===== config.mk =====
export PLATFORM = sky130hd
export DESIGN_NAME = ptl_top
export DESIGN_NICKNAME = d
export VERILOG_FILES = /design/src/design/ptl_pkg.sv /design/src/design/ptl_lane_if.sv /design/src/design/ptl_top.sv /design/src/design/ptl_tx_encoder.sv /design/src/design/ptl_lane_ctl.sv
export SDC_FILE = /design/constraint.sdc
export NUM_CORES = 1
export LEC_CHECK = 0
export ABC_CLOCK_PERIOD_IN_PS = 2350
export BUFFER_PORTS_ARGS = -buffer_cell sky130_fd_sc_hd__buf_2
export CAP_MARGIN = 20
export CORE_MARGIN = 8
export CORE_UTILIZATION = 55
export CTS_CLUSTER_DIAMETER = 50
export DETAILED_ROUTE_END_ITERATION = 6
export GPL_TIMING_DRIVEN = 0
export PLACE_DENSITY = 0.72
export RECOVER_POWER = 50
export SLEW_MARGIN = 15
export SYNTH_ARGS = -nofsm -noshare
export SYNTH_HDL_FRONTEND = slang
export SYNTH_SLANG_ARGS = --single-unit

===== constraint.sdc =====
create_clock -name aclk -period 2.35 [get_ports aclk]
set_clock_uncertainty 0.1 [all_clocks]
set_input_delay 0.3525 -clock aclk [delete_from_list [all_inputs] [get_ports aclk]]
set_output_delay 0.3525 -clock aclk [all_outputs]
set_load 0.05 [all_outputs]

===== src/design/ptl_pkg.sv =====
// Notes on behaviour
// - transmit payload leaves on a 32-bit parallel data output per lane.
// - four per-byte control flags, bit zero qualifies the lowest byte.
// - flag low marks a data byte, flag high marks a control byte.
// - per-byte flags only carry meaning at the first two rates.
// - at third rate a data-skip output makes the PHY ignore one cycle.
// - data-skip zero marks transmit data invalid, one marks it valid.
// - de-emphasis output follows partner request from training, no user action.
// - detect-receiver output starts receiver detection or loopback in the PHY.
// - electrical-idle output holds the lane transmitter in electrical idle.
// - 3-bit margin output follows margin field of second link control register.
// - margin output follows the field only in the simulation configuration, held at zero otherwise.
// - swing output high asks full swing, low asks half swing.
// - third rate sync header: 01 ordered set block, 10 data block.
// - third rate block-start output pulses when a new block begins.
package ptl_pkg;

  // ************************************************************
  // register map (byte addresses)
  // ************************************************************
  localparam logic [7:0] ADDR_CTRL      = 8'h00;
  localparam logic [7:0] ADDR_LINK_CTL2 = 8'h04;
  localparam logic [7:0] ADDR_TX_CTRL   = 8'h08;
  localparam logic [7:0] ADDR_TX_DATA   = 8'h0c;
  localparam logic [7:0] ADDR_STATUS    = 8'h10;

  // ************************************************************
  // field positions
  // ************************************************************
  localparam int CTRL_RATE_LSB    = 0;
  localparam int CTRL_ELECIDLE    = 2;
  localparam int CTRL_DETECTRX    = 3;
  localparam int CTRL_SWING       = 4;
  localparam int LC2_MARGIN_LSB   = 7;
  localparam int TXC_DATAK_LSB    = 0;
  localparam int TXC_BLK_OS       = 4;
  localparam int TXC_BLK_START    = 5;
  localparam int STAT_DEEMPH      = 0;
  localparam int STAT_SYNC_LSB    = 1;
  localparam int STAT_GEN3        = 3;
  localparam int STAT_COUNT_LSB   = 16;

  // ************************************************************
  // reset values
  // ************************************************************
  localparam logic [31:0] RST_CTRL     = 32'h0000_0014;  // idle and full swing
  localparam logic [31:0] RST_LINK_CTL2 = 32'h0000_0000;
  localparam logic [31:0] RST_TX_CTRL  = 32'h0000_0000;
  localparam logic [31:0] RST_TX_DATA  = 32'h0000_0000;

  // ************************************************************
  // encodings
  // ************************************************************
  localparam logic [1:0] SYNC_OS    = 2'b01;
  localparam logic [1:0] SYNC_DATA  = 2'b10;
  localparam logic       SKIP_INVAL = 1'b0;
  localparam logic       SKIP_VALID = 1'b1;
  localparam logic [1:0] RESP_OKAY  = 2'b00;
  localparam logic [1:0] RESP_SLVERR = 2'b10;

  // byte-lane merge of a write into a held word
  function automatic logic [31:0] ptl_merge(input logic [31:0] old_v,
                                            input logic [31:0] new_v,
                                            input logic [3:0]  strb);
    logic [31:0] res;
    res = old_v;
    for (int i = 0; i < 4; i++) begin
      if (strb[i]) begin
        res[8*i +: 8] = new_v[8*i +: 8];
      end
    end
    return res;
  endfunction

  // third rate is selected by the upper rate bit
  function automatic logic ptl_is_gen3(input logic [1:0] rate);
    return rate[1];
  endfunction

endpackage


===== src/design/ptl_lane_if.sv =====
`timescale 1ns/1ps
// ************************************************************
// register side to lane logic carrier
// ************************************************************
interface ptl_lane_if;
  logic [1:0]  rate;
  logic        send;       // one-cycle pulse: a word is written
  logic [31:0] word;
  logic [3:0]  datak;
  logic        blk_os;
  logic        blk_start;
  logic        elecidle;
  logic        detectrx;
  logic        swing;
  logic [2:0]  margin;
  logic        deemph;     // back to register side
  logic [1:0]  synchd;     // back to register side

  modport regs (output rate, send, word, datak, blk_os, blk_start, elecidle, detectrx, swing, margin,
                input deemph, synchd);
  modport enc  (input rate, send, word, datak, blk_os, blk_start, output synchd);
  modport ctl  (input elecidle, detectrx, swing, margin, output deemph);
endinterface


===== src/design/ptl_top.sv =====
// Chosen here: the address map and register access over AXI4-Lite.
`timescale 1ns/1ps
// ************************************************************
// transmit lane of the PHY interface with AXI4-Lite registers
// ************************************************************
module ptl_top #(
  parameter bit SIM_CONFIG = 1'b1
) (
  input  wire logic        aclk,
  input  wire logic        aresetn,
  // register bus
  input  wire logic [7:0]  s_axil_awaddr,
  input  wire logic        s_axil_awvalid,
  output logic             s_axil_awready,
  input  wire logic [31:0] s_axil_wdata,
  input  wire logic [3:0]  s_axil_wstrb,
  input  wire logic        s_axil_wvalid,
  output logic             s_axil_wready,
  output logic [1:0]       s_axil_bresp,
  output logic             s_axil_bvalid,
  input  wire logic        s_axil_bready,
  input  wire logic [7:0]  s_axil_araddr,
  input  wire logic        s_axil_arvalid,
  output logic             s_axil_arready,
  output logic [31:0]      s_axil_rdata,
  output logic [1:0]       s_axil_rresp,
  output logic             s_axil_rvalid,
  input  wire logic        s_axil_rready,
  // de-emphasis request seen during training
  input  wire logic        partner_deemph_valid,
  input  wire logic        partner_deemph,
  // PHY transmit lane
  output logic [31:0]      tx_data,
  output logic [3:0]       tx_datak,
  output logic             tx_dataskip,
  output logic             tx_blkst,
  output logic [1:0]       tx_synchd,
  output logic             tx_deemph,
  output logic             tx_detectrx,
  output logic             tx_elecidle,
  output logic [2:0]       tx_margin,
  output logic             tx_swing
);

  typedef enum logic [0:0] {PTL_W_IDLE, PTL_W_RESP} ptl_wstate_t;
  typedef enum logic [0:0] {PTL_R_IDLE, PTL_R_RESP} ptl_rstate_t;

  ptl_lane_if lane ();

  // ************************************************************
  // register state
  // ************************************************************
  logic [31:0] reg_ctrl;
  logic [31:0] reg_link_ctl2;
  logic [31:0] reg_tx_ctrl;
  logic [31:0] reg_tx_data;
  logic [15:0] word_count;
  logic [31:0] next_reg_ctrl;
  logic [31:0] next_reg_link_ctl2;
  logic [31:0] next_reg_tx_ctrl;
  logic [31:0] next_reg_tx_data;
  logic [15:0] next_word_count;

  // ************************************************************
  // write channel state
  // ************************************************************
  ptl_wstate_t wstate;
  ptl_wstate_t next_wstate;
  logic        aw_held;
  logic        w_held;
  logic [7:0]  aw_addr;
  logic [31:0] w_data;
  logic [3:0]  w_strb;
  logic        next_aw_held;
  logic        next_w_held;
  logic [7:0]  next_aw_addr;
  logic [31:0] next_w_data;
  logic [3:0]  next_w_strb;
  logic [1:0]  next_bresp;
  logic        next_bvalid;
  logic        next_awready;
  logic        next_wready;
  logic        wr_fire;
  logic        send_now;
  logic [7:0]  wr_addr;
  logic [31:0] wr_data;
  logic [3:0]  wr_strb;

  // ************************************************************
  // read channel state
  // ************************************************************
  ptl_rstate_t rstate;
  ptl_rstate_t next_rstate;
  logic [31:0] next_rdata;
  logic [1:0]  next_rresp;
  logic        next_rvalid;
  logic        next_arready;
  logic [31:0] status_word;

  // write path: address and data taken in either order
  always_comb begin
    next_wstate  = wstate;
    next_aw_held = aw_held;
    next_w_held  = w_held;
    next_aw_addr = aw_addr;
    next_w_data  = w_data;
    next_w_strb  = w_strb;
    next_bresp   = s_axil_bresp;
    next_bvalid  = s_axil_bvalid;
    wr_fire      = 1'b0;
    wr_addr      = aw_held ? aw_addr : s_axil_awaddr;
    wr_data      = w_held ? w_data : s_axil_wdata;
    wr_strb      = w_held ? w_strb : s_axil_wstrb;
    case (wstate)
      PTL_W_IDLE: begin
        if (s_axil_awvalid && s_axil_awready) begin
          next_aw_held = 1'b1;
          next_aw_addr = s_axil_awaddr;
        end
        if (s_axil_wvalid && s_axil_wready) begin
          next_w_held = 1'b1;
          next_w_data = s_axil_wdata;
          next_w_strb = s_axil_wstrb;
        end
        if ((aw_held || (s_axil_awvalid && s_axil_awready)) &&
            (w_held || (s_axil_wvalid && s_axil_wready))) begin
          wr_fire      = 1'b1;
          next_aw_held = 1'b0;
          next_w_held  = 1'b0;
          next_bvalid  = 1'b1;
          next_wstate  = PTL_W_RESP;
          case (wr_addr)
            ptl_pkg::ADDR_CTRL, ptl_pkg::ADDR_LINK_CTL2, ptl_pkg::ADDR_TX_CTRL,
            ptl_pkg::ADDR_TX_DATA: next_bresp = ptl_pkg::RESP_OKAY;
            default:               next_bresp = ptl_pkg::RESP_SLVERR;
          endcase
        end
      end
      PTL_W_RESP: begin
        if (s_axil_bready) begin
          next_bvalid = 1'b0;
          next_wstate = PTL_W_IDLE;
        end
      end
      default: begin
        next_wstate = PTL_W_IDLE;
        next_bvalid = 1'b0;
      end
    endcase
    next_awready = (next_wstate == PTL_W_IDLE) && !next_aw_held;
    next_wready  = (next_wstate == PTL_W_IDLE) && !next_w_held;
  end

  // register file updates
  always_comb begin
    next_reg_ctrl      = reg_ctrl;
    next_reg_link_ctl2 = reg_link_ctl2;
    next_reg_tx_ctrl   = reg_tx_ctrl;
    next_reg_tx_data   = reg_tx_data;
    next_word_count    = word_count;
    send_now           = 1'b0;
    if (wr_fire) begin
      case (wr_addr)
        ptl_pkg::ADDR_CTRL:      next_reg_ctrl      = ptl_pkg::ptl_merge(reg_ctrl, wr_data, wr_strb);
        ptl_pkg::ADDR_LINK_CTL2: next_reg_link_ctl2 = ptl_pkg::ptl_merge(reg_link_ctl2, wr_data, wr_strb);
        ptl_pkg::ADDR_TX_CTRL:   next_reg_tx_ctrl   = ptl_pkg::ptl_merge(reg_tx_ctrl, wr_data, wr_strb);
        ptl_pkg::ADDR_TX_DATA: begin
          next_reg_tx_data = ptl_pkg::ptl_merge(reg_tx_data, wr_data, wr_strb);
          send_now         = 1'b1;
          next_word_count  = word_count + 16'h0001;
        end
        default: send_now = 1'b0;
      endcase
    end
    // block start is a one-shot request, consumed by the word it goes with
    if (send_now) begin
      next_reg_tx_ctrl[ptl_pkg::TXC_BLK_START] = 1'b0;
    end
  end

  // status word built from lane state
  always_comb begin
    status_word = 32'h0000_0000;
    status_word[ptl_pkg::STAT_DEEMPH]                = lane.deemph;
    status_word[ptl_pkg::STAT_SYNC_LSB +: 2]         = lane.synchd;
    status_word[ptl_pkg::STAT_GEN3]                  = ptl_pkg::ptl_is_gen3(lane.rate);
    status_word[ptl_pkg::STAT_COUNT_LSB +: 16]       = word_count;
  end

  // read path: one read at a time, answered a cycle after it is taken
  always_comb begin
    next_rstate = rstate;
    next_rdata  = s_axil_rdata;
    next_rresp  = s_axil_rresp;
    next_rvalid = s_axil_rvalid;
    case (rstate)
      PTL_R_IDLE: begin
        if (s_axil_arvalid && s_axil_arready) begin
          next_rvalid = 1'b1;
          next_rstate = PTL_R_RESP;
          next_rresp  = ptl_pkg::RESP_OKAY;
          case (s_axil_araddr)
            ptl_pkg::ADDR_CTRL:      next_rdata = reg_ctrl;
            ptl_pkg::ADDR_LINK_CTL2: next_rdata = reg_link_ctl2;
            ptl_pkg::ADDR_TX_CTRL:   next_rdata = reg_tx_ctrl;
            ptl_pkg::ADDR_TX_DATA:   next_rdata = reg_tx_data;
            ptl_pkg::ADDR_STATUS:    next_rdata = status_word;
            default: begin
              next_rdata = 32'h0000_0000;
              next_rresp = ptl_pkg::RESP_SLVERR;
            end
          endcase
        end
      end
      PTL_R_RESP: begin
        if (s_axil_rready) begin
          next_rvalid = 1'b0;
          next_rstate = PTL_R_IDLE;
        end
      end
      default: begin
        next_rstate = PTL_R_IDLE;
        next_rvalid = 1'b0;
      end
    endcase
    next_arready = (next_rstate == PTL_R_IDLE);
  end

  // all bus and register flops
  always_ff @(posedge aclk) begin
    if (!aresetn) begin
      wstate         <= PTL_W_IDLE;
      rstate         <= PTL_R_IDLE;
      aw_held        <= 1'b0;
      w_held         <= 1'b0;
      aw_addr        <= 8'h00;
      w_data         <= 32'h0000_0000;
      w_strb         <= 4'h0;
      s_axil_awready <= 1'b0;
      s_axil_wready  <= 1'b0;
      s_axil_bvalid  <= 1'b0;
      s_axil_bresp   <= ptl_pkg::RESP_OKAY;
      s_axil_arready <= 1'b0;
      s_axil_rvalid  <= 1'b0;
      s_axil_rresp   <= ptl_pkg::RESP_OKAY;
      s_axil_rdata   <= 32'h0000_0000;
      reg_ctrl       <= ptl_pkg::RST_CTRL;
      reg_link_ctl2  <= ptl_pkg::RST_LINK_CTL2;
      reg_tx_ctrl    <= ptl_pkg::RST_TX_CTRL;
      reg_tx_data    <= ptl_pkg::RST_TX_DATA;
      word_count     <= 16'h0000;
    end else begin
      wstate         <= next_wstate;
      rstate         <= next_rstate;
      aw_held        <= next_aw_held;
      w_held         <= next_w_held;
      aw_addr        <= next_aw_addr;
      w_data         <= next_w_data;
      w_strb         <= next_w_strb;
      s_axil_awready <= next_awready;
      s_axil_wready  <= next_wready;
      s_axil_bvalid  <= next_bvalid;
      s_axil_bresp   <= next_bresp;
      s_axil_arready <= next_arready;
      s_axil_rvalid  <= next_rvalid;
      s_axil_rresp   <= next_rresp;
      s_axil_rdata   <= next_rdata;
      reg_ctrl       <= next_reg_ctrl;
      reg_link_ctl2  <= next_reg_link_ctl2;
      reg_tx_ctrl    <= next_reg_tx_ctrl;
      reg_tx_data    <= next_reg_tx_data;
      word_count     <= next_word_count;
    end
  end

  // ************************************************************
  // lane fields from the registers
  // ************************************************************
  assign lane.rate      = reg_ctrl[ptl_pkg::CTRL_RATE_LSB +: 2];
  assign lane.elecidle  = reg_ctrl[ptl_pkg::CTRL_ELECIDLE];
  assign lane.detectrx  = reg_ctrl[ptl_pkg::CTRL_DETECTRX];
  assign lane.swing     = reg_ctrl[ptl_pkg::CTRL_SWING];
  assign lane.margin    = reg_link_ctl2[ptl_pkg::LC2_MARGIN_LSB +: 3];
  assign lane.send      = send_now;
  assign lane.word      = next_reg_tx_data;
  assign lane.datak     = reg_tx_ctrl[ptl_pkg::TXC_DATAK_LSB +: 4];
  assign lane.blk_os    = reg_tx_ctrl[ptl_pkg::TXC_BLK_OS];
  assign lane.blk_start = reg_tx_ctrl[ptl_pkg::TXC_BLK_START];

  // ************************************************************
  // lane logic
  // ************************************************************
  ptl_tx_encoder u_enc (
    .aclk        (aclk),
    .aresetn     (aresetn),
    .lane        (lane.enc),
    .tx_data     (tx_data),
    .tx_datak    (tx_datak),
    .tx_dataskip (tx_dataskip),
    .tx_blkst    (tx_blkst),
    .tx_synchd   (tx_synchd)
  );

  ptl_lane_ctl #(
    .SIM_CONFIG (SIM_CONFIG)
  ) u_ctl (
    .aclk                 (aclk),
    .aresetn              (aresetn),
    .lane                 (lane.ctl),
    .partner_deemph_valid (partner_deemph_valid),
    .partner_deemph       (partner_deemph),
    .tx_deemph            (tx_deemph),
    .tx_detectrx          (tx_detectrx),
    .tx_elecidle          (tx_elecidle),
    .tx_margin            (tx_margin),
    .tx_swing             (tx_swing)
  );

endmodule


===== src/design/ptl_tx_encoder.sv =====
`timescale 1ns/1ps
// ************************************************************
// transmit data path of one lane
// ************************************************************
module ptl_tx_encoder (
  input  wire logic  aclk,
  input  wire logic  aresetn,
  ptl_lane_if.enc    lane,
  output logic [31:0] tx_data,
  output logic [3:0]  tx_datak,
  output logic        tx_dataskip,
  output logic        tx_blkst,
  output logic [1:0]  tx_synchd
);

  logic [31:0] next_tx_data;
  logic [3:0]  next_tx_datak;
  logic        next_tx_dataskip;
  logic        next_tx_blkst;
  logic [1:0]  next_tx_synchd;
  logic        gen3;

  // next pin values from the send pulse
  always_comb begin
    gen3             = ptl_pkg::ptl_is_gen3(lane.rate);
    next_tx_data     = tx_data;
    next_tx_datak    = tx_datak;
    next_tx_dataskip = ptl_pkg::SKIP_VALID;
    next_tx_blkst    = 1'b0;
    next_tx_synchd   = tx_synchd;
    if (lane.send) begin
      next_tx_data  = lane.word;
      next_tx_datak = gen3 ? 4'h0 : lane.datak;
      if (gen3 && lane.blk_start) begin
        next_tx_blkst  = 1'b1;
        next_tx_synchd = lane.blk_os ? ptl_pkg::SYNC_OS : ptl_pkg::SYNC_DATA;
      end
    end else if (gen3) begin
      next_tx_dataskip = ptl_pkg::SKIP_INVAL;
    end
  end

  // pin registers
  always_ff @(posedge aclk) begin
    if (!aresetn) begin
      tx_data     <= 32'h0000_0000;
      tx_datak    <= 4'h0;
      tx_dataskip <= ptl_pkg::SKIP_VALID;
      tx_blkst    <= 1'b0;
      tx_synchd   <= ptl_pkg::SYNC_DATA;
    end else begin
      tx_data     <= next_tx_data;
      tx_datak    <= next_tx_datak;
      tx_dataskip <= next_tx_dataskip;
      tx_blkst    <= next_tx_blkst;
      tx_synchd   <= next_tx_synchd;
    end
  end

  assign lane.synchd = tx_synchd;

endmodule


===== src/design/ptl_lane_ctl.sv =====
`timescale 1ns/1ps
// ************************************************************
// lane control outputs toward the PHY
// ************************************************************
module ptl_lane_ctl #(
  parameter bit SIM_CONFIG = 1'b1
) (
  input  wire logic  aclk,
  input  wire logic  aresetn,
  ptl_lane_if.ctl    lane,
  input  wire logic  partner_deemph_valid,
  input  wire logic  partner_deemph,
  output logic       tx_deemph,
  output logic       tx_detectrx,
  output logic       tx_elecidle,
  output logic [2:0] tx_margin,
  output logic       tx_swing
);

  logic       next_tx_deemph;
  logic       next_tx_detectrx;
  logic       next_tx_elecidle;
  logic [2:0] next_tx_margin;
  logic       next_tx_swing;

  // next control values
  always_comb begin
    next_tx_deemph   = partner_deemph_valid ? partner_deemph : tx_deemph;
    next_tx_detectrx = lane.detectrx;
    next_tx_elecidle = lane.elecidle;
    next_tx_margin   = SIM_CONFIG ? lane.margin : 3'h0;
    next_tx_swing    = lane.swing;
  end

  // control registers
  always_ff @(posedge aclk) begin
    if (!aresetn) begin
      tx_deemph   <= 1'b0;
      tx_detectrx <= 1'b0;
      tx_elecidle <= 1'b1;
      tx_margin   <= 3'h0;
      tx_swing    <= 1'b1;
    end else begin
      tx_deemph   <= next_tx_deemph;
      tx_detectrx <= next_tx_detectrx;
      tx_elecidle <= next_tx_elecidle;
      tx_margin   <= next_tx_margin;
      tx_swing    <= next_tx_swing;
    end
  end

  assign lane.deemph = tx_deemph;

endmodule


==> impl_results.md, run 1 <==
* Synth Flop Type: dfxtp_1
* Post-Synth Simple-Gate Area at 0.1352
* Worst-case vdd ir drop at 461.6 uV
* Hold-critical path depth at 3
* Status: complete, but fails checks
* Antenna violations before repair at 3
* Worst Setup End Kind: flop
* Maximum clock path buffer count at 3
* Drt drc at 0
* Most common cell after layout, fill and taps aside: dfxtp_1
* Tot Pwr at 11.68 mW
* Width of the die at 161.1 um
* Clock tree sinks at 278
* Vias after detailed routing at 10733
* Routed Antenna Nets at 0
* Dpl hpwl at 26320 um
* P&R area growth vs syn at 25.85%
* Setup repair after global routing missed its margin: true
* Post-synth EDFFs at 0
* Root Driver: clkbuf_16
* Leak pwr at 5.257 nW
* Setup violations, final at 50
* First-pass detailed-route iteration total at 6
* Mux contribution to synthesized area at 0.1144
* Hold WS at 0.002015 ns
* Failing checks: negative setup slack
* Final WS setup at -0.1016 ns
* Routed len/inst at 22.68 um
* Die H at 161.1 um
* Vias in the first global route at 10430
* Core area at 20820 um2
* Die area at 25960 um2
* Number of H-tree levels at 2
* Largest family of logic cells by synthesized area: compound AO/OA/AOI/OAI gates
* CTS tree: built
* Clock-pin slew on the worst setup and hold paths at 0.07 ns
* Achievable Freq at 407.9 MHz
* # nets final at 1479
* Largest net degree at the start of global routing at 14
* Final worst-path cycle share at 1.043
* GRT Total Usage at 0.2835
* Yosys warning count at 0
* Mapped cell area at 11580 um2
* Final hold violations at 0
* Fin crit period at 2.452 ns
* Mapped Avg Cell Area at 9.759 um2
* Max-slew violations at 0
* WL final at 39030 um
* Row count at 53
* GRT overflow at 0
* Mapped Cells at 1187
* Routability Congestion at 0.8871
* Max Fanout on Critical Path at 8
* Async SR Flop Fraction at 0
* Crit start category: flop
* FF-to-FF path depth at 8
* First-pass GRT wire length at 58590 um
* Max-Cap Viols at 0
* Initial Util at 0.5563
* Worst Tran Pin Value at 0.9122 ns
* Layout cells sized above 1 at 0.2682
* DR vias/cell at 6.236
* Adder-cell share of the synthesized area at 0.001080
* Number of distinct library cells after synthesis at 49
* Worst path arrival time at 2.80 ns
* Compound-gate portion of the synthesized area at 0.2300
* Power Dens Cells at 800.9 nW/um2
* Critical path type: reg -> reg
* Clock latency on the worst-skew pair at 0.51 ns
* Hold crit path type: in -> reg
* 1st-iter DRT viols at 1172
* Commonest non-fill, non-tap cells in the layout: dfxtp_1 (275), nand2_1 (176), clkbuf_1 (146)
* TritonCTS Buffers at 34
* Crit path required time at 2.70 ns
* Port bufs at 144
* Xor/xnor cell area share of the yosys netlist at 0.001512
* Io pins at 149
* Relative slew slack at 0.3919
* Seq/Total Area, Yosys at 0.4804
* Yosys reg bits at 278
path summary, 6_finish.rpt:
check / startpoint / endpoint / slack (ns)
worst min-delay path: s_axil_wdata[22] / w_data[22]$_SDFFE_PN0P_ / 0.002
worst max register to register: aw_held$_SDFF_PN0_ / reg_ctrl[13]$_SDFFE_PN0P_ / -0.10
worst min register to register: u_enc.tx_data[11]$_SDFFE_PN0P_ / u_enc.tx_data[11]$_SDFFE_PN0P_ / 0.35
worst max-delay path: aw_held$_SDFF_PN0_ / reg_ctrl[13]$_SDFFE_PN0P_ / -0.10
layer usage:
layer | part of all wire | vias to the layer above | routed length (um) | global-route usage
li1 | - | 4870 | - | -
met1 | 0.41 | 5130 | 15900 | 0.3587
met2 | 0.46 | 604 | 17910 | 0.4549
met3 | 0.092 | 129 | 3609 | 0.06058
met4 | 0.041 | 0 | 1608 | 0.1347
met5 | 0 | - | 0 | 0
synth_stat cells (13+ instances only):
cell type  instances  share of area
clkbuf_1          71          0.023
nor2_1            51          0.017
mux2i_1           66          0.057
o21ai_0           50          0.022
nand2_1          176          0.057
o211ai_1          35          0.023
buf_2             13         0.0056
dfxtp_1          278           0.48
nand3_1           37          0.016
a221oi_1          20          0.015
nand2b_1          13         0.0070
mux2_2            35          0.034
o221a_2          103           0.10
a21oi_1          120          0.052
report_power, final:
| group | switching (mW) | internal, mW | leakage (nW) | total [mW] |
|---|---|---|---|---|
| combinational | 0.750 | 0.312 | 2.40 | 1.06 |
| sequential | 0.0531 | 4.80 | 2.25 | 4.85 |
| clock | 2.09 | 3.67 | 0.606 | 5.76 |
| total | 2.89 | 8.79 | 5.26 | 11.7 |
critical path, stage by stage, from the launching register on:
cell and delay, ns:
dfxtp_2 0.33, buf_6 0.10, buf_4 0.11, mux2_2 0.42, nor2_1 0.38, o211ai_4 0.24
buf_4 0.21, nor2_4 0.24, o221a_2 0.23
final cells by class:
class,count,area (um2)
fill,1679,6245
multi-input combinational,805,5768
sequential,278,5569
timing repair buffer,194,1077
clock buffer,49,1011
buffer,98,546.8
tap,275,344.1
clock inverter,13,231.5
inverter,6,22.52
antenna,3,7.507
cells by family after synthesis:
family          Yosys count
mux                     113
xor+xnor                  2
compound gates          348
flops                   278
simple gates            339
buf+inv                 105
other cells               1
fa+ha+maj                 1
through the flow:
| stage | instances | setup WS (ns) | TNS [ns] | cell area (um2) | util |
|---|---|---|---|---|---|
| final | 1721 | -0.1016 | -2.365 | 14580 | 0.7001 |
| after global routing | 1721 | -0.1272 | -5.491 | 14580 | 0.7001 |
| after CTS | 1702 | -0.003518 | -0.003850 | 14380 | 0.6908 |
| after detailed placement | 1607 | -0.5767 | -58.41 | 12650 | 0.6077 |
| after global placement | 1607 | -0.5950 | -54.48 | 12650 | 0.6077 |
| after floorplan | 1188 | 0.09330 | 0 | 11590 | - |
repair_timing:
| action | 4_1_cts | 5_1_grt |
|---|---|---|
| hold endpoints to repair | 15 | 0 |
| hold buffers | 16 | 0 |
| setup endpoints to repair | 184 | 195 |
| resized for setup | 61 | 58 |
| pin swaps | 6 | 19 |
| buffers inserted | 16 | 16 |
| cloned | 1 | 1 |
flip-flops by register name (all words and copies together), names as in the netlist, 2 cells and up:
name	count
reg_ctrl	32
reg_link_ctl2	32
reg_tx_ctrl	32
reg_tx_data	32
s_axil_rdata	32
u_enc.tx_data	32
w_data	32
word_count	16
aw_addr	8
u_enc.tx_datak	4
w_strb	4
u_ctl.tx_margin	3
u_enc.lane.synchd	2
(Power assumes the default switching activity.)
==> run 2: changes to the inputs <==
- ABC_CLOCK_PERIOD_IN_PS: 2350 -> 3100
- clock period: 2.35 -> 3.1 ns (I/O delays scaled with it)
==> run 2 against run 1 <==
  * Core utilization fell by 5.2 points
  * Total power fell by 32%
  * Routed wire length fell by 6.5%
  * Largest cell class unchanged
  * Critical endpoint is now reg_link_ctl2[24]$_SDFFE_PN0P_
  * Highest routed layer unchanged
  * The flow now finishes without violations
==> impl_results.md, run 2 (same netlist as run 1, synthesis figures left out) <==
* P&R area growth vs syn at 16.56%
* Worst Tran Pin Value at 1.021 ns (+0.1091 ns)
* Post-layout util at 0.6484 (-0.05168)
* Crit start category: flop
* Relative slew slack at 0.3191 (-0.07275)
* Post-CTS Setup Inserts at 0 (-16)
* Crit-path slowest cell: nor2_1
* GRT overflow at 0 (unchanged)
* Max-slew violations at 0 (unchanged)
* Achievable Freq at 358.9 MHz (-12%)
* Commonest non-fill, non-tap cells in the layout: dfxtp_1 (278), nand2_1 (176), clkbuf_1 (170)
* Row count at 53 (unchanged)
* Setup repair after global routing missed its margin: false
* Worst Setup End Kind: flop
* WL final at 36490 um (-6.5%)
* Vias after detailed routing at 10306 (-4.0%)
* Layout cells sized above 1 at 0.2117 (-0.05649)
* Hold WS at 0.05839 ns (+0.05637 ns)
* Largest net degree at the start of global routing at 14 (unchanged)
* Die area at 25960 um2 (unchanged)
* Port bufs at 144 (unchanged)
* Routability Congestion at 0.8857 (-0.16%)
* Max-Cap Viols at 0 (unchanged)
* Crit path required time at 3.48 ns (+0.78 ns)
* Setup violations, final at 0 (-100%)
* Width of the die at 161.1 um (unchanged)
* Final hold violations at 0 (unchanged)
* Clock tree sinks at 278 (unchanged)
* Critical path type: reg -> reg
* Die H at 161.1 um (unchanged)
* Number of H-tree levels at 1 (-1)
* Clock latency on the worst-skew pair at 0.54 ns (+0.03 ns)
* Final worst-path cycle share at 0.8989 (-0.1443)
* Initial Util at 0.5563 (unchanged)
* # nets final at 1425 (-3.7%)
* FILL cells at 1807 (+7.6%)
* Final WS setup at 0.3133 ns (+0.4149 ns)
* CTS Hold Bufs at 0 (-16)
* Antenna violations before repair at 1 (-2)
* CTS tree: built
* Routed len/inst at 21.98 um (-3.1%)
* Fin crit period at 2.787 ns (+0.3351 ns)
* Setup TNS at 0 ns (+2.365 ns)
* TritonCTS Buffers at 29 (-15%)
* DR vias/cell at 6.208 (-0.45%)
* Leak pwr at 4.776 nW (-9.2%)
* First-pass detailed-route iteration total at 6 (unchanged)
* Most common cell after layout, fill and taps aside: dfxtp_1
* First-pass GRT wire length at 55990 um (-4.4%)
* Drt drc at 0 (unchanged)
* Root Driver: clkbuf_16
* Post-CTS sizing at 0 (-100%)
* Dpl hpwl at 26210 um (-0.45%)
* Post-Place Setup Slack at 0.01851 ns (+0.5952 ns)
* Vias in the first global route at 10038 (-3.8%)
* Clock-pin slew on the worst setup and hold paths at 0.06 ns (about the same)
* Maximum clock path buffer count at 3 (unchanged)
* Max Fanout on Critical Path at 10 (+2)
* Status: complete, no violations
* Worst-case vdd ir drop at 377.8 uV (-18%)
* GRT Total Usage at 0.2695 (-0.01399)
* CP cell instances: buf_2 -> a21oi_1 -> nor3_4 -> o21ai_1 -> nor2_1 -> o221a_2
* Routed Antenna Nets at 0 (unchanged)
* Power Dens Cells at 584.0 nW/um2 (-27%)
* Worst path arrival time at 3.17 ns (+0.37 ns)
* 1st-iter DRT viols at 967 (-17%)
* Io pins at 149 (unchanged)
* Hold crit path type: in -> reg
* Core area at 20820 um2 (unchanged)
* Crit path largest cell delay at 0.65 ns (+0.23 ns)
## run 2: cell types whose count changed in the layout (fill, tap and decap cells not counted), moves of 5 or more
cell           delta
clkbuf_1         +24
buf_4            -23
dlygate4sd3_1    -16
nor2_4           -12
buf_6            -10
clkbuf_2         -10
clkbuf_16         -9
nor2_2            +9
clkbuf_8          +6
bufinv_16         -5
clkbuf_4          -5
## run 2: area by class of cell
| cell class | instances | area, um2 | share of cell area |
|---|---|---|---|
| antenna | 1 | 2.502 | 0.0001853 |
| buffer | 99 | 405.4 | 0.03003 |
| clock buffer | 48 | 917.1 | 0.06793 |
| clock inverter | 4 | 48.80 | 0.003614 |
| inverter | 6 | 22.52 | 0.001668 |
| multi-input combinational | 805 | 5584 | 0.4136 |
| sequential | 278 | 5565 | 0.4122 |
| tap | 275 | 344.1 | 0.02548 |
| timing repair buffer | 144 | 611.8 | 0.04532 |
## run 2: per-layer routing
layer	global-route usage	share of wire
met1	0.3498	0.42
met2	0.4291	0.45
met3	0.05192	0.094
met4	0.1212	0.043
met5	0	0
## run 2: final timing paths
kind	slack, ns	start	depth (start not counted)	to
setup reg to reg	0.31	w_held$_SDFF_PN0_	6	reg_link_ctl2[24]$_SDFFE_PN0P_
hold reg to reg	0.35	u_enc.tx_data[11]$_SDFFE_PN0P_	2	u_enc.tx_data[11]$_SDFFE_PN0P_
hold / removal	0.06	partner_deemph	3	u_ctl.lane.deemph$_SDFFE_PN0P_
setup / recovery	0.31	w_held$_SDFF_PN0_	6	reg_link_ctl2[24]$_SDFFE_PN0P_
## run 2: power by group
part           internal [mW]  switching, mW
Combinational          0.195          0.527
Sequential              3.64         0.0376
Clock                   2.08           1.41
Total                   5.92           1.97
## run 2: critical path: cells and delay by family (launching register included)
family	cells	cell delay, ns
AOI/OAI and AO/OA	3	0.98
buffers and inverters	1	0.21
DFF	1	0.30
and+or+nand+nor	2	1.14
## run 2: metrics by stage
stage	total power [mW]	std cells	instance area, um2
2_1_floorplan	4.228	1188	11590
3_3_place_gp	4.464	1607	12650
3_5_place_dp	4.474	1607	12650
4_1_cts	7.893	1659	13620
5_1_grt	8.109	1660	13500
6_report	7.886	1660	13500
==> run 3: changes to the inputs <==
- ABC_AREA: not set -> 1
==> run 3 against run 2 <==
  * Setup slack gained 0.24 ns
  * Largest power group is now clock
  * Register-to-register slack gained 0.24 ns
  * Global-route usage grew 2.2 points
==> impl_results.md, run 3 <==
* Most common cell after layout, fill and taps aside: nand2_1
* Clock-pin slew on the worst setup and hold paths at 0.06 ns (about the same)
* Multi-input logic area at 6022 um2 (+7.8%)
* Layout cells sized above 1 at 0.1113 (-0.1004)
* Vias after detailed routing at 12591 (+22%)
* Reg2reg end: u_enc.tx_dataskip$_SDFF_PP1_
* Final hold violations at 0 (unchanged)
* Dpl hpwl at 31070 um (+19%)
* Max-slew violations at 0 (unchanged)
* Crit path required time at 3.38 ns (-0.10 ns)
* Post-CTS sizing at 0 (unchanged)
* Worst path arrival time at 2.82 ns (-0.35 ns)
* GRT overflow at 0 (unchanged)
* Die area at 28590 um2 (+10%)
* Number of H-tree levels at 2 (+1)
* Mapped cell area at 12890 um2 (+11%)
* Crit Reg-Reg Startpoint: w_held$_SDFF_PN0_
* TritonCTS Buffers at 36 (+24%)
* Synth Flop Type: dfxtp_1
* Post-CTS Setup Inserts at 0 (unchanged)
* Synth top area share at 0.4318 (-0.04869)
* Routed len/inst at 17.69 um (-20%)
* # nets final at 2087 (+46%)
* Tot Pwr at 8.767 mW (+11%)
* Leak pwr at 6.455 nW (+35%)
* Leading area contributor after synthesis: dfxtp_1
* Maximum clock path buffer count at 3 (unchanged)
* 1st-iter DRT viols at 1174 (+21%)
* FF-to-FF path depth at 10 (+4)
* Largest net degree at the start of global routing at 13 (-1)
* Core area at 23260 um2 (+12%)
* GRT Total Usage at 0.2913 (+0.02182)
* Worst Setup End Kind: flop
* Register area at 5565 um2 (unchanged)
* First-pass GRT wire length at 65570 um (+17%)
* Hold-critical path depth at 2 (-1)
* Clock latency on the worst-skew pair at 0.51 ns (-0.03 ns)
* Flop-to-flop setup slack at 0.55 ns (+0.24 ns)
* Setup TNS at 0 ns (unchanged)
* Seq/Total Area, Yosys at 0.4318 (-0.04869)
* Root Driver: clkbuf_16
* Io pins at 149 (unchanged)
* Final worst-path cycle share at 0.8220 (-0.07696)
* Mapped Avg Cell Area at 7.002 um2 (-28%)
* Relative slew slack at 0.3850 (+0.06592)
* Yosys reg bits at 278 (unchanged)
* FILL cells at 2231 (+23%)
* Crit start category: flop
* Routability Congestion at 0.9371 (+5.8%)
* Status: complete, no violations
* CP endpoint: u_enc.tx_dataskip$_SDFF_PP1_
* Max-Cap Viols at 0 (unchanged)
* Worst-case vdd ir drop at 431.4 uV (+14%)
* Clock tree sinks at 278 (unchanged)
* Vias in the first global route at 11999 (+20%)
* Top post-synthesis cells by count: nand2_1 (478), nor2_1 (323), dfxtp_1 (278)
* Drt drc at 0 (unchanged)
* CTS Hold Bufs at 0 (unchanged)
* Yosys warning count at 0 (unchanged)
* DR vias/cell at 5.317 (-14%)
* Row count at 56 (+5.7%)
* Antenna fix cells at 0 (-1)
* Power Dens Cells at 588.3 nW/um2 (+0.73%)
* Most frequent cell after synthesis: nand2_1
* Max Fanout on Critical Path at 10 (unchanged)
* Mapped Cells at 1841 (+55%)
* Setup violations, final at 0 (unchanged)
* Initial Util at 0.5541 (-0.002194)
* WL final at 41880 um (+15%)
* P&R area growth vs syn at 15.62%
* Fin crit period at 2.548 ns (-0.2386 ns)
* Width of the die at 169.1 um (+4.9%)
* Post-synth EDFFs at 0 (unchanged)
* Antenna violations before repair at 0 (-1)
* Hold crit path type: in -> reg
* Die H at 169.1 um (+4.9%)
* Worst Tran Pin Value at 0.9224 ns (-0.09888 ns)
* Achievable Freq at 392.4 MHz (+9.4%)
* Leading post-synthesis cells by cell area: dfxtp_1 (43%), nand2_1 (14%), nor2_1 (9.4%)
* Commonest non-fill, non-tap cells in the layout: nand2_1 (483), nor2_1 (329), dfxtp_1 (278)
* Critical path type: reg -> reg
* Async SR Flop Fraction at 0 (unchanged)
* Number of distinct library cells after synthesis at 45 (-8.2%)
* Routed Antenna Nets at 0 (unchanged)
* First-pass detailed-route iteration total at 5 (-1)
* Setup crit start: w_held$_SDFF_PN0_
* Setup repair after global routing missed its margin: false
* CTS tree: built
* Port bufs at 145 (+0.69%)
[run 3: cells by family (layout without fill, tap and decap cells)]
logic type,after synthesis,in the layout,share of synthesized area
compound gates,251,251,0.1120
xor+xnor,4,4,0.002718
fa+ha+maj,1,1,0.0009705
buf+inv,269,476,0.09105
flops,278,278,0.4318
mux,6,6,0.005241
other cells,1,2,0.0002909
simple gates,1031,1031,0.3559
[run 3: power breakdown]
part	internal (mW)	total (mW)	switching, mW
Clock	2.38	4.00	1.62
Combinational	0.285	1.04	0.755
Sequential	3.67	3.73	0.0525
Total	6.34	8.77	2.43
[run 3: routing by layer]
layer,wire length (um),up-vias,GRT usage
li1,-,6149,-
met1,17220,5816,0.3642
met2,19010,503,0.4719
met3,3348,123,0.05148
met4,2308,0,0.1585
met5,0,-,0
[run 3: critical path, stage by stage (launching register included)]
cell and delay [ns]:
dfxtp_1 0.32, inv_2 0.16, nand2_1 0.12, nand3_1 0.23, nor2_1 0.08, nand2_1 0.31, clkinvlp_2 0.27, nor2_1 0.28
buf_6 0.23, buf_6 0.19, nand2_1 0.12
[run 3: through the flow]
stage               utilization  setup WS [ns]  area [um2]  hold slack (ns)  cells
detailed placement       0.6026         0.6768       14020           0.3349   2306
global route             0.6407         0.3959       14900          0.04667   2368
global placement         0.6026         0.7152       14020           0.3241   2306
floorplan                     -          1.141       12890           0.3036   1842
CTS                      0.6513          1.007       15150          0.02471   2368
finish                   0.6407         0.5519       14900          0.03936   2368
[run 3: layout make-up]
cell class | count | area share
sequential | 278 | 0.3734
timing repair buffer | 145 | 0.04147
multi-input combinational | 1295 | 0.4041
clock inverter | 15 | 0.008648
inverter | 175 | 0.04466
buffer | 94 | 0.03358
tap | 319 | 0.02678
clock buffer | 47 | 0.06733
[run 3: worst min-delay path by stage]
stage | end | startpoint | slack [ns]
5_1_grt | u_ctl.lane.deemph$_SDFFE_PN0P_ | partner_deemph_valid | 0.05
4_1_cts | u_ctl.lane.deemph$_SDFFE_PN0P_ | partner_deemph_valid | 0.02
3_3_place_gp | s_axil_rvalid$_SDFFE_PN0P_ | rstate$_SDFF_PN0_ | 0.32
3_5_place_dp | u_enc.tx_data[23]$_SDFFE_PN0P_ | u_enc.tx_data[23]$_SDFFE_PN0P_ | 0.33
2_1_floorplan | u_enc.tx_dataskip$_SDFF_PP1_ | reg_ctrl[1]$_SDFFE_PN0P_ | 0.30
6_report | u_ctl.lane.deemph$_SDFFE_PN0P_ | partner_deemph_valid | 0.04
